**src/shared/pit_map.svh**
```systemverilog
// register offsets, field positions, reset values and counts of the periodic interrupt timer
`ifndef PIT_MAP_SVH
`define PIT_MAP_SVH

// byte offsets on the register port
`define OFS_TEMP_BYTE 8'h04
`define OFS_CLOCK_SOURCE 8'h07
`define OFS_MATCH_LOW 8'h0C
`define OFS_MATCH_HIGH 8'h0D
`define OFS_PIT_CONTROL 8'h10
`define OFS_PIT_SYNC_STATUS 8'h11
`define OFS_PIT_IRQ_ENABLE 8'h12
`define OFS_PIT_IRQ_FLAG 8'h13
`define OFS_PIT_DEBUG_CONTROL 8'h15

// field positions
`define POS_TIMER_ENABLE 0
`define POS_PERIOD_LSB 3
`define POS_PERIOD_MSB 6
`define POS_TRANSFER_PENDING 0
`define POS_PERIODIC_IRQ 0
`define POS_RUN_WHILE_HALTED 0
`define POS_CLOCK_SOURCE_MSB 1

// reset values
`define RST_BYTE 8'h00
`define RST_MATCH 16'h0000
`define RST_PERIOD 4'h0
`define RST_CLOCK_SOURCE 2'h0

// period codes
`define PERIOD_CODE_OFF 4'h0
`define PERIOD_CODE_RESERVED 4'hF

// counter clock edges needed to carry control settings across
`define SYNC_TICKS 2'h2

// counter clock source codes
`define SRC_INTERNAL_32K 2'h0
`define SRC_INTERNAL_1K 2'h1
`define SRC_CRYSTAL 2'h2
`define SRC_EXTERNAL_PIN 2'h3

`endif

```
**src/shared/pit_pkg.sv**
```systemverilog
// state types of the periodic interrupt timer
package pit_pkg;

   // state of the counter clock edge finder
   typedef struct packed {
      logic level;
   } edge_state_t;

   // whole state of the timer block
   typedef struct packed {
      logic [15:0] match_value;
      logic [7:0] temp_byte;
      logic [1:0] counter_clock_source;
      logic [3:0] period;
      logic periodic_timer_enable;
      logic [3:0] active_period;
      logic active_enable;
      logic settings_transfer_pending;
      logic [1:0] sync_count;
      logic periodic_irq_enable;
      logic periodic_interrupt;
      logic run_while_halted;
      logic [14:0] prescaler;
      logic [7:0] rdata;
      logic irq;
   } pit_state_t;

endpackage : pit_pkg

```
**src/rtl/rtc_periodic_interrupt_timer.sv**
```systemverilog
// periodic interrupt timer of the real-time counter, with the match value register
//
// Functional notes
// - sixteen-bit match value, two bytes, reset zero
// - period code selects power-of-two interval, 0x0 off
// - enable bit one starts, zero stops
// - busy while control settings cross over
// - interrupt enable bit zero of enable register
// - flag sets whenever selected period elapses
// - writing one clears flag, zero keeps
// - halted without debug-run: stop, ignore events
// - debug-run set: keep running while halted
// - two-bit select chooses counter clock source
// - low byte at base, high one above
// - shared temp byte makes 16-bit access atomic
//
// Strobed register access was chosen for this implementation.
`timescale 1ns/1ps
`include "pit_map.svh"

module rtc_periodic_interrupt_timer #(
   parameter int PRESCALE_W = 15
) (
   input wire logic MCLK_I,
   input wire logic RESET_N_I,
   input wire logic [7:0] ADDR_I,
   input wire logic [7:0] WDATA_I,
   input wire logic WR_I,
   input wire logic RD_I,
   output logic [7:0] RDATA_O,
   input wire logic OSC_32K_I,
   input wire logic OSC_1K_I,
   input wire logic XOSC_I,
   input wire logic EXT_CLK_I,
   input wire logic DEBUG_HALT_I,
   output logic IRQ_O
);

   // the longest period needs 15 bits of prescaler
   generate
      if (PRESCALE_W != 15) begin : g_width_check
         $error("PRESCALE_W must be 15");
      end
   endgenerate

   pit_pkg::pit_state_t st;
   pit_pkg::pit_state_t next_st;
   logic rtc_tick;
   logic count_tick;
   logic period_valid;
   logic [14:0] period_limit;
   logic wr_ctrl;
   logic wr_flag;
   logic rd_flag;
   logic period_done;

   // edge finder on the selected counter clock
   pit_clock_edge u_edge (
      .clk(MCLK_I),
      .reset_n(RESET_N_I),
      .source_select_i(st.counter_clock_source),
      .internal_32k_i(OSC_32K_I),
      .internal_1k_i(OSC_1K_I),
      .crystal_i(XOSC_I),
      .external_pin_i(EXT_CLK_I),
      .tick_o(rtc_tick)
   );

   // the sync counter must be able to finish a transfer
   generate
      if (`SYNC_TICKS == 2'h0) begin : g_sync_check
         $error("transfer needs at least one counter tick");
      end
   endgenerate

   // last prescaler count of a period: 2^(code+1) - 1
   // a code change while counting keeps the prescaler; the compare uses the new limit
   function automatic logic [14:0] limit_of(input logic [3:0] code);
      logic [15:0] span;
      span = 16'h0002 << code;
      limit_of = span[14:0] - 15'h0001;
   endfunction : limit_of

   // one-hot register select; an unmapped address selects nothing and reads zero
   logic hit_temp;
   logic hit_source;
   logic hit_match_low;
   logic hit_match_high;
   logic hit_control;
   logic hit_status;
   logic hit_irq_enable;
   logic hit_flag;
   logic hit_debug;

   always_comb begin
      hit_temp = 1'b0;
      hit_source = 1'b0;
      hit_match_low = 1'b0;
      hit_match_high = 1'b0;
      hit_control = 1'b0;
      hit_status = 1'b0;
      hit_irq_enable = 1'b0;
      hit_flag = 1'b0;
      hit_debug = 1'b0;
      if (ADDR_I == `OFS_TEMP_BYTE) begin
         hit_temp = 1'b1;
      end else if (ADDR_I == `OFS_CLOCK_SOURCE) begin
         hit_source = 1'b1;
      end else if (ADDR_I == `OFS_MATCH_LOW) begin
         hit_match_low = 1'b1;
      end else if (ADDR_I == `OFS_MATCH_HIGH) begin
         hit_match_high = 1'b1;
      end else if (ADDR_I == `OFS_PIT_CONTROL) begin
         hit_control = 1'b1;
      end else if (ADDR_I == `OFS_PIT_SYNC_STATUS) begin
         hit_status = 1'b1;
      end else if (ADDR_I == `OFS_PIT_IRQ_ENABLE) begin
         hit_irq_enable = 1'b1;
      end else if (ADDR_I == `OFS_PIT_IRQ_FLAG) begin
         hit_flag = 1'b1;
      end else if (ADDR_I == `OFS_PIT_DEBUG_CONTROL) begin
         hit_debug = 1'b1;
      end
   end

   // write and read strobes per register
   logic wr_temp;
   logic wr_source;
   logic wr_match_low;
   logic wr_match_high;
   logic wr_irq_enable;
   logic wr_debug;
   logic rd_match_low;

   assign wr_temp = WR_I && hit_temp;
   assign wr_source = WR_I && hit_source;
   assign wr_match_low = WR_I && hit_match_low;
   assign wr_match_high = WR_I && hit_match_high;
   assign wr_ctrl = WR_I && hit_control;
   assign wr_irq_enable = WR_I && hit_irq_enable;
   assign wr_flag = WR_I && hit_flag;
   assign wr_debug = WR_I && hit_debug;
   assign rd_match_low = RD_I && hit_match_low;
   assign rd_flag = RD_I && hit_flag;

   // readable images of the registers, reserved bits held at zero
   logic [7:0] source_view;
   logic [7:0] control_view;
   logic [7:0] status_view;
   logic [7:0] irq_enable_view;
   logic [7:0] flag_view;
   logic [7:0] debug_view;

   always_comb begin
      // clock source select in the low bits
      source_view = `RST_BYTE;
      source_view[`POS_CLOCK_SOURCE_MSB:0] = st.counter_clock_source;

      // period field and enable bit as written, not as yet active
      control_view = `RST_BYTE;
      control_view[`POS_PERIOD_MSB:`POS_PERIOD_LSB] = st.period;
      control_view[`POS_TIMER_ENABLE] = st.periodic_timer_enable;

      // transfer still pending
      status_view = `RST_BYTE;
      status_view[`POS_TRANSFER_PENDING] = st.settings_transfer_pending;

      // interrupt enable
      irq_enable_view = `RST_BYTE;
      irq_enable_view[`POS_PERIODIC_IRQ] = st.periodic_irq_enable;

      // sticky flag
      flag_view = `RST_BYTE;
      flag_view[`POS_PERIODIC_IRQ] = st.periodic_interrupt;

      // debug-run bit
      debug_view = `RST_BYTE;
      debug_view[`POS_RUN_WHILE_HALTED] = st.run_while_halted;
   end

   // read multiplexer; unmapped addresses fall through to zero
   logic [7:0] read_mux;

   always_comb begin
      if (hit_temp) begin
         read_mux = st.temp_byte;
      end else if (hit_source) begin
         read_mux = source_view;
      end else if (hit_match_low) begin
         read_mux = st.match_value[7:0];
      end else if (hit_match_high) begin
         // high byte comes from temp, filled by the low byte read
         read_mux = st.temp_byte;
      end else if (hit_control) begin
         read_mux = control_view;
      end else if (hit_status) begin
         read_mux = status_view;
      end else if (hit_irq_enable) begin
         read_mux = irq_enable_view;
      end else if (hit_flag) begin
         read_mux = flag_view;
      end else if (hit_debug) begin
         read_mux = debug_view;
      end else begin
         read_mux = `RST_BYTE;
      end
   end

   // period codes 0x1..0xE count, off and reserved do not
   assign period_valid = (st.active_period != `PERIOD_CODE_OFF) &&
                         (st.active_period != `PERIOD_CODE_RESERVED);
   assign period_limit = limit_of(st.active_period);

   // counting helpers
   logic ticks_blocked;
   logic timer_running;
   logic period_hit;
   logic transfer_done;
   logic flag_clear;

   // while halted, ticks are dropped unless debug-run is set
   assign ticks_blocked = DEBUG_HALT_I & ~st.run_while_halted;
   assign count_tick = rtc_tick & ~ticks_blocked;

   // stopped or with an off or reserved code, the prescaler is parked at zero
   assign timer_running = st.active_enable && period_valid;

   // last count of the active period reached
   assign period_hit = (st.prescaler == period_limit);
   assign period_done = count_tick && timer_running && period_hit;

   // the second counter tick of a pending transfer hands the settings over;
   // ticks are taken even while halted so software is never left waiting
   assign transfer_done = st.settings_transfer_pending && rtc_tick &&
                          (st.sync_count == (`SYNC_TICKS - 2'h1));

   // write-one or any read of the flag register clears it
   assign flag_clear = (wr_flag && WDATA_I[`POS_PERIODIC_IRQ]) || rd_flag;

   // next state of the whole block
   always_comb begin
      next_st = st;
      next_st.rdata = `RST_BYTE;

      // the low match byte parks in temp until the high byte completes the word
      if (wr_temp || wr_match_low) begin
         next_st.temp_byte = WDATA_I;
      end

      // clock source
      if (wr_source) begin
         next_st.counter_clock_source = WDATA_I[`POS_CLOCK_SOURCE_MSB:0];
      end

      // high byte commits the whole word at once
      if (wr_match_high) begin
         next_st.match_value = {WDATA_I, st.temp_byte};
      end

      // control settings wait here until the transfer completes
      if (wr_ctrl) begin
         next_st.period = WDATA_I[`POS_PERIOD_MSB:`POS_PERIOD_LSB];
         next_st.periodic_timer_enable = WDATA_I[`POS_TIMER_ENABLE];
      end

      // interrupt enable and debug-run take effect at once
      if (wr_irq_enable) begin
         next_st.periodic_irq_enable = WDATA_I[`POS_PERIODIC_IRQ];
      end
      if (wr_debug) begin
         next_st.run_while_halted = WDATA_I[`POS_RUN_WHILE_HALTED];
      end

      // read data stand in the next cycle only
      if (RD_I) begin
         next_st.rdata = read_mux;
      end
      // reading the low byte copies the high byte so the pair stays coherent
      if (rd_match_low) begin
         next_st.temp_byte = st.match_value[15:8];
      end

      // carry control settings into the counting logic after two counter ticks;
      // a new write restarts the transfer so the last value always wins
      if (wr_ctrl) begin
         next_st.settings_transfer_pending = 1'b1;
         next_st.sync_count = 2'h0;
      end else if (transfer_done) begin
         next_st.settings_transfer_pending = 1'b0;
         next_st.sync_count = 2'h0;
         next_st.active_period = st.period;
         next_st.active_enable = st.periodic_timer_enable;
      end else if (st.settings_transfer_pending && rtc_tick) begin
         next_st.sync_count = st.sync_count + 2'h1;
      end

      // prescaler: cleared while stopped, holds while halted without debug-run
      if (!timer_running || period_done) begin
         next_st.prescaler = 15'h0000;
      end else if (count_tick) begin
         next_st.prescaler = st.prescaler + 15'h0001;
      end

      // flag: a new period in the same cycle as a clear wins
      if (period_done) begin
         next_st.periodic_interrupt = 1'b1;
      end else if (flag_clear) begin
         next_st.periodic_interrupt = 1'b0;
      end

      // level request from the next flag and enable, registered with them
      next_st.irq = next_st.periodic_interrupt & next_st.periodic_irq_enable;
   end

   // the single state register
   always_ff @(posedge MCLK_I or negedge RESET_N_I) begin
      if (!RESET_N_I) begin
         st.match_value <= `RST_MATCH;
         st.temp_byte <= `RST_BYTE;
         st.counter_clock_source <= `RST_CLOCK_SOURCE;
         st.period <= `RST_PERIOD;
         st.periodic_timer_enable <= 1'b0;
         st.active_period <= `RST_PERIOD;
         st.active_enable <= 1'b0;
         st.settings_transfer_pending <= 1'b0;
         st.sync_count <= 2'h0;
         st.periodic_irq_enable <= 1'b0;
         st.periodic_interrupt <= 1'b0;
         st.run_while_halted <= 1'b0;
         st.prescaler <= 15'h0000;
         st.rdata <= `RST_BYTE;
         st.irq <= 1'b0;
      end else begin
         st <= next_st;
      end
   end

   // outputs straight from the state register
   assign RDATA_O = st.rdata;
   assign IRQ_O = st.irq;

endmodule : rtc_periodic_interrupt_timer

```
**src/rtl/pit_clock_edge.sv**
```systemverilog
// selects the counter clock source and turns its rising edges into one-cycle ticks
`timescale 1ns/1ps
`include "pit_map.svh"

module pit_clock_edge (
   input wire logic clk,
   input wire logic reset_n,
   input wire logic [1:0] source_select_i,
   input wire logic internal_32k_i,
   input wire logic internal_1k_i,
   input wire logic crystal_i,
   input wire logic external_pin_i,
   output logic tick_o
);

   pit_pkg::edge_state_t st;
   pit_pkg::edge_state_t next_st;
   logic chosen;

   // source mux
   always_comb begin
      if (source_select_i == `SRC_INTERNAL_32K) begin
         chosen = internal_32k_i;
      end else if (source_select_i == `SRC_INTERNAL_1K) begin
         chosen = internal_1k_i;
      end else if (source_select_i == `SRC_CRYSTAL) begin
         chosen = crystal_i;
      end else begin
         chosen = external_pin_i;
      end
      next_st = st;
      next_st.level = chosen;
   end

   // a source switch may give one spurious tick; software reprograms while stopped
   assign tick_o = chosen & ~st.level;

   always_ff @(posedge clk or negedge reset_n) begin
      if (!reset_n) begin
         st <= '0;
      end else begin
         st <= next_st;
      end
   end

endmodule : pit_clock_edge

```
**config.mk**
```make
export PLATFORM = sky130hd
export DESIGN_NAME = rtc_periodic_interrupt_timer
export DESIGN_NICKNAME = d
export VERILOG_FILES = /design/src/shared/pit_pkg.sv /design/src/rtl/rtc_periodic_interrupt_timer.sv /design/src/rtl/pit_clock_edge.sv
export VERILOG_INCLUDE_DIRS = /design/src /design/src/shared
export SDC_FILE = /design/constraint.sdc
export NUM_CORES = 1
export LEC_CHECK = 0
export BUFFER_PORTS_ARGS = -buffer_cell sky130_fd_sc_hd__buf_4
export CORE_ASPECT_RATIO = 0.75
export CORE_UTILIZATION = 25
export CTS_BUF_LIST = sky130_fd_sc_hd__clkbuf_4 sky130_fd_sc_hd__clkbuf_8
export DETAILED_ROUTE_END_ITERATION = 8
export GPL_TIMING_DRIVEN = 0
export PLACE_DENSITY = 0.5
export SYNTH_ARGS = -nofsm -noshare
export SYNTH_HDL_FRONTEND = slang
export SYNTH_SLANG_ARGS = --single-unit
```
**constraint.sdc**
```tcl
create_clock -name MCLK_I -period 3.7 [get_ports MCLK_I]
set_input_delay 0.555 -clock MCLK_I [delete_from_list [all_inputs] [get_ports MCLK_I]]
set_output_delay 0.555 -clock MCLK_I [all_outputs]
set_load 0.01 [all_outputs]
```
==> results of run 1 <==
## placed cells by master (no fill, tap or decap), types with 3 or more instances in the layout
master     n
a21oi_1   14
a22oi_1    8
a31oi_1    3
and3_1     3
and4_1     4
buf_2      4
buf_4     38
clkbuf_1  15
clkbuf_8  10
dfrtp_1   67
inv_1      8
inv_6      3
mux2_2    30
mux2i_1   15
nand2_1   19
nand2b_1   5
nand3_1   16
nand4_1    5
nor2_1    22
nor2b_1    8
nor3_1    21
nor3_2    10
nor4b_1    3
o21ai_0   12
o21bai_1   3
xnor2_1   14
xor2_1     7
## critical path, cell delays in order, from the launching register on
cell,delay [ps]
dfrtp_1,360
buf_2,170
clkbuf_1,250
nor3_1,300
nand2_1,90
ha_1,170
buf_2,180
or4_1,450
a211oi_1,230
a31oi_1,80
a2111oi_2,400
and4_1,270
buf_6,150
buf_12,140
nor3_2,50
## synthesized netlist by cell type (all sizes together) (4+ instances only)
master / number / area share (%)
nand2b: 5 / 0.82
mux2: 30 / 8.9
nor2: 22 / 2.2
buf: 15 / 3.2
mux2i: 15 / 4.0
a21oi: 14 / 1.8
nand4: 5 / 0.82
nor3: 31 / 5.4
xnor2: 14 / 3.2
dfrtp: 67 / 44
o21ai: 12 / 1.6
nor2b: 8 / 1.3
inv: 8 / 0.79
xor2: 7 / 1.6
and4: 4 / 0.92
clkbuf: 15 / 1.5
nand3: 16 / 2.1
nand2: 19 / 1.9
a22oi: 8 / 1.6
## report_power, final
part	internal [mW]	switching, mW	total, mW
logic	0.0631	0.0752	0.138
clock network	0.337	0.314	0.650
registers	0.762	0.0270	0.789
total	1.16	0.416	1.58
## layout make-up
cell class | instances | share of cell area (%)
inverters | 8 | 0.671
plain buffers | 30 | 4.00
flip-flops and latches | 67 | 37.5
clock inverters | 6 | 1.57
multi-input cells | 261 | 42.6
well taps | 200 | 5.59
repair buffers | 30 | 5.03
clock buffers | 10 | 3.07
## per-layer routing
layer  global-route usage, %  vias to the layer above  routed length [um]
met4                    3.83                        0                  92
met3                    2.85                        8                 315
met2                    16.3                       58                3670
met5                       0                        -                   0
li1                        -                     1408                   -
met1                    20.1                     1426                5140
## path summary, 6_finish.rpt
kind | from | to | slack [ps] | depth (start not counted)
worst max-delay path | st[34]$_DFFE_PN0P_ | st[14]$_DFFE_PN0P_ | 260 | 14
worst min-delay path | RESET_N_I | st[20]$_DFFE_PN0P_ | 300 | 1
worst max register to register | st[34]$_DFFE_PN0P_ | st[14]$_DFFE_PN0P_ | 260 | 14
worst min register to register | st[27]$_DFFE_PN0P_ | st[28]$_DFFE_PN0P_ | 500 | 1
max in group asynchronous | RESET_N_I | RDATA_O[3]$_DFF_PN0_ | 2830 | 1
min in group MCLK_I | WDATA_I[7] | st[65]$_DFFE_PN0P_ | 440 | 2
## metrics by stage
step | std cells | utilization, % | power, mW | setup WS [ps]
4_1_cts | 612 | 30.6 | 1.60 | 289
5_1_grt | 612 | 30.6 | 1.65 | 101
3_3_place_gp | 596 | 29.2 | 0.938 | 299
6_report | 612 | 30.6 | 1.58 | 264
3_5_place_dp | 596 | 29.2 | 0.943 | 327
2_1_floorplan | 366 | - | 0.877 | 704
## state kept, by name, summed over array words and instances, names as in the netlist
name / count
irq_enable_view: 1
source_view: 2
u_edge.st: 1
flag_view: 1
IRQ_O: 1
RDATA_O: 8
debug_view: 1
control_view: 5
st: 47
## cell families after synthesis
kind of cell / Yosys count
and+or+nand+nor: 127
buffers and inverters: 38
xor gates and xnor gates: 21
DFF: 67
AOI/OAI and AO/OA: 64
adders and majority gates: 2
muxes: 47
==> impl_metrics.toml, run 1 <==
[die]
coreArea_um2 = 14600
die_height_um = 109
die_area_um2 = 15700
rows = 38
die_w_um = 144
io_pins = 34
start_util_pct = 25.9

[layout]
regArea_um2 = 1680
final_nets = 434
antenna_cells = 0
final_area_um2 = 4480
area_growth_pct = 18.0
drive_above_1_share_pct = 26.2
nFillCells = 1544
multi_input_area_um2 = 1910

[run]
cap_viol_max_count = 0

[route]
firstDrtPassIters = 4
drtAntennaViolNets = 0
drt_iter0_drc = 214
via_per_inst = 4.74
routedWlPerCell_um = 15.1
vias = 2900
routed_wl_mm = 9.22
drc = 0

[cts]
clock_path_buffers = 2
clkSlewWorstSetupHoldPaths_ps = 80
postCtsHoldBufs = 0
clock_sinks = 67
postCtsSetupBuffers = 0
root_buffer = "clkbuf_8"
cts_tree = "built"
clk_latency_ps = 360
cts.repair.resized = 0
cts-htree-levels = 3
numCtsBuffers = 9

[setup_path]
critical_path_class = "reg -> reg"
worst_ep_required_time_ps = 3920
worstPathArrival_ps = 3650
critPathLaunchType = "register"
cp-end-kind = "register"
critPathMaxFanout = 10

[power_and_ir_drop]
leakagePower_nw = 1.96
ir_drop_mv = 0.160
powerDensity_nw_per_um2 = 352

[placement]
placed_area_um2 = 4270
gp_congestion = 0.865
place_hpwl_mm = 6.72
port_buffers = 30

[global_route]
grt_util_all_layers_pct = 12.6
antenna_found_initial = 0
overflow = 0
grt_pass1_wl_mm = 15.0
grt_pass1_vias = 2778
grt_max_degree = 68

[synth]
synth_enable_flop_cells = 0
synth_compound_area_share_pct = 11.8
synth-simple-area-share_pct = 18.9
syn_area_um2 = 3790
ys.flop_type = "dfrtp_1"
synth_top_family_by_area = "simple AND/OR/NAND/NOR gates"
ys_seq_elements = 67
yosys_warnings = 0
synth_nets = 393
seq_area_frac_synth_pct = 44.2
syn_inst = 366
synthMuxAreaShare_pct = 14.1
synth_cell_types = 55
synth-xor-area-share_pct = 4.85
yosys.area_share.adder_pct = 0.660
async_reset_ff_share_pct = 100
syn_area_per_cell_um2 = 10.4

[timing]
finalHoldWorstSlack_ps = 300
final_max_slew_viol_count = 0
hold_viol_final = 0
timing.final.crit_share_pct = 92.9
post-route-min-period_ps = 3440
setup_viol = 0
rsz0062_at_grt = "false"
max-slew-margin-rel_pct = 42.2
worstMarginPinSlew_ps = 868
max_freq_mhz = 291
worst_clock_skew_ps = 14.9
finalSetupTns_ps = 0

[hold_path]
hold_class = "in -> async"

[status]
outcome = "finished, final reports clean"
Note: power is estimated with default switching activity, not from simulation.
==> run 2, diff against run 1 <==
- CORE_UTILIZATION: 25 -> 62
- PLACE_DENSITY: 0.5 -> 0.93
==> impl_metrics.toml, run 2 (same netlist as run 1, synthesis figures left out) <==
[status]
outcome = "finished, final reports clean"

[power_and_ir_drop]
powerDensity_nw_per_um2 = 362
leakagePower_nw = 1.95
ir_drop_mv = 0.268

[cts]
clk_latency_ps = 350
root_buffer = "clkbuf_8"
cts.repair.resized = 0
cts-htree-levels = 3
clkSlewWorstSetupHoldPaths_ps = 70
clock_path_buffers = 2
clock_sinks = 67
postCtsHoldBufs = 0
postCtsSetupBuffers = 0
cts_tree = "built"
numCtsBuffers = 9

[setup_path]
critPathTopFamily = "simple AND/OR/NAND/NOR gates"
critPathLaunchType = "register"
critPathMaxFanout = 10
cpMostUsedCell = "buf_2"
critPathMaxStageDelay_ps = 440
critical_path_class = "reg -> reg"
worst_ep_required_time_ps = 3910
cp_slowest_cell = "or4_1"
cp.buffers_inverters = 5
worstPathCellList = "buf_2, clkbuf_1, nor3_1, nand2_1, ha_1, buf_2, or4_1, a211oi_1, a31oi_1, a2111oi_2, and4_1, buf_6, buf_12, nor3_2"
cp-end-kind = "register"
worstPathArrival_ps = 3720

[route]
drc = 0
drt_iter0_drc = 405
firstDrtPassIters = 5
drtAntennaViolNets = 0
vias = 3181
via_per_inst = 6.49
routed_wl_mm = 9.50
routedWlPerCell_um = 19.4

[timing]
setup_viol = 0
hold_viol_final = 0
max-slew-margin-rel_pct = 46.1
finalSetupTns_ps = 0
rsz0062_at_grt = "false"
max_freq_mhz = 285
worst_clock_skew_ps = 9.78
post-route-min-period_ps = 3510
worstMarginPinSlew_ps = 808
finalHoldWorstSlack_ps = 306
timing.final.crit_share_pct = 94.8
final_max_slew_viol_count = 0

[layout]
regArea_um2 = 1680
finalCoreUtilization_pct = 73.9
top_register = "st"
final_common_cell = "dfrtp_1"
final_nets = 434
area_growth_pct = 14.1
antenna_cells = 0
multi_input_area_um2 = 1910
final_cell_mix = "67 x dfrtp_1, 38 x buf_4, 30 x mux2_2"
largest_reg_flops = 47
drive_above_1_share_pct = 26.2
nFillCells = 384

[global_route]
antenna_found_initial = 0
grt_pass1_wl_mm = 15.1
grt_util_all_layers_pct = 30.7
overflow = 0
grt_pass1_vias = 3052
grt_max_degree = 68

[die]
io_pins = 34
die_area_um2 = 6440
coreArea_um2 = 5860
rows = 24
start_util_pct = 64.8
die_w_um = 92.3
die_height_um = 69.7

[placement]
port_buffers = 30
gp_congestion = 0.902
place_hpwl_mm = 6.30

[hold_path]
hold_class = "in -> async"

[run]
cap_viol_max_count = 0
[run 2: changes by cell type in the layout (fill, tap and decap cells not counted)]
cell        change
clkbuf_8        +1
clkinvlp_4      +1
inv_6           -2
[run 2: worst paths after layout]
path	cells past startpoint	slack (ps)	from	endpoint
worst max-delay path	14	190	st[34]$_DFFE_PN0P_	st[16]$_DFFE_PN0P_
worst min-delay path	1	310	RESET_N_I	source_view[1]$_DFFE_PN0P_
worst max register to register	14	190	st[34]$_DFFE_PN0P_	st[16]$_DFFE_PN0P_
worst min register to register	1	510	st[52]$_DFFE_PN0P_	st[52]$_DFFE_PN0P_
max in group asynchronous	1	2880	RESET_N_I	st[64]$_DFFE_PN0P_
min in group MCLK_I	2	450	WDATA_I[2]	st[60]$_DFFE_PN0P_
[run 2: area by class of cell]
type                    instances  share of cell area [%]
multi-input cells             261                    44.1
clock buffers                  11                    3.50
clock inverters                 5                    1.39
flip-flops and latches         67                    38.7
plain buffers                  30                    4.13
repair buffers                 30                    5.20
well taps                      78                    2.25
inverters                       8                   0.694
[run 2: metrics by stage]
stage	power [mW]	cells	instance area, um^2	worst slack [ps]
6_report	1.57	490	4330	191
3_5_place_dp	0.942	474	4120	385
2_1_floorplan	0.877	366	3790	704
5_1_grt	1.62	490	4330	61.1
4_1_cts	1.57	490	4330	286
3_3_place_gp	0.930	474	4120	385
[run 2: layer usage]
| metal | vias to the layer above | wire (um) | share of wire (%) | GRT usage, % |
|---|---|---|---|---|
| li1 | 1410 | - | - | - |
| met1 | 1558 | 4060 | 43 | 43.3 |
| met2 | 187 | 4400 | 46 | 46.9 |
| met3 | 26 | 860 | 9.1 | 6.80 |
| met4 | 0 | 182 | 1.9 | 10.6 |
| met5 | - | 0 | 0 | 0 |
[run 2: report_power, final]
part | total (mW) | internal, mW | switching [mW] | leakage (nW)
sequential | 0.793 | 0.763 | 0.0300 | 0.924
combinational | 0.143 | 0.0633 | 0.0798 | 0.925
clock | 0.633 | 0.350 | 0.283 | 0.106
total | 1.57 | 1.18 | 0.392 | 1.95
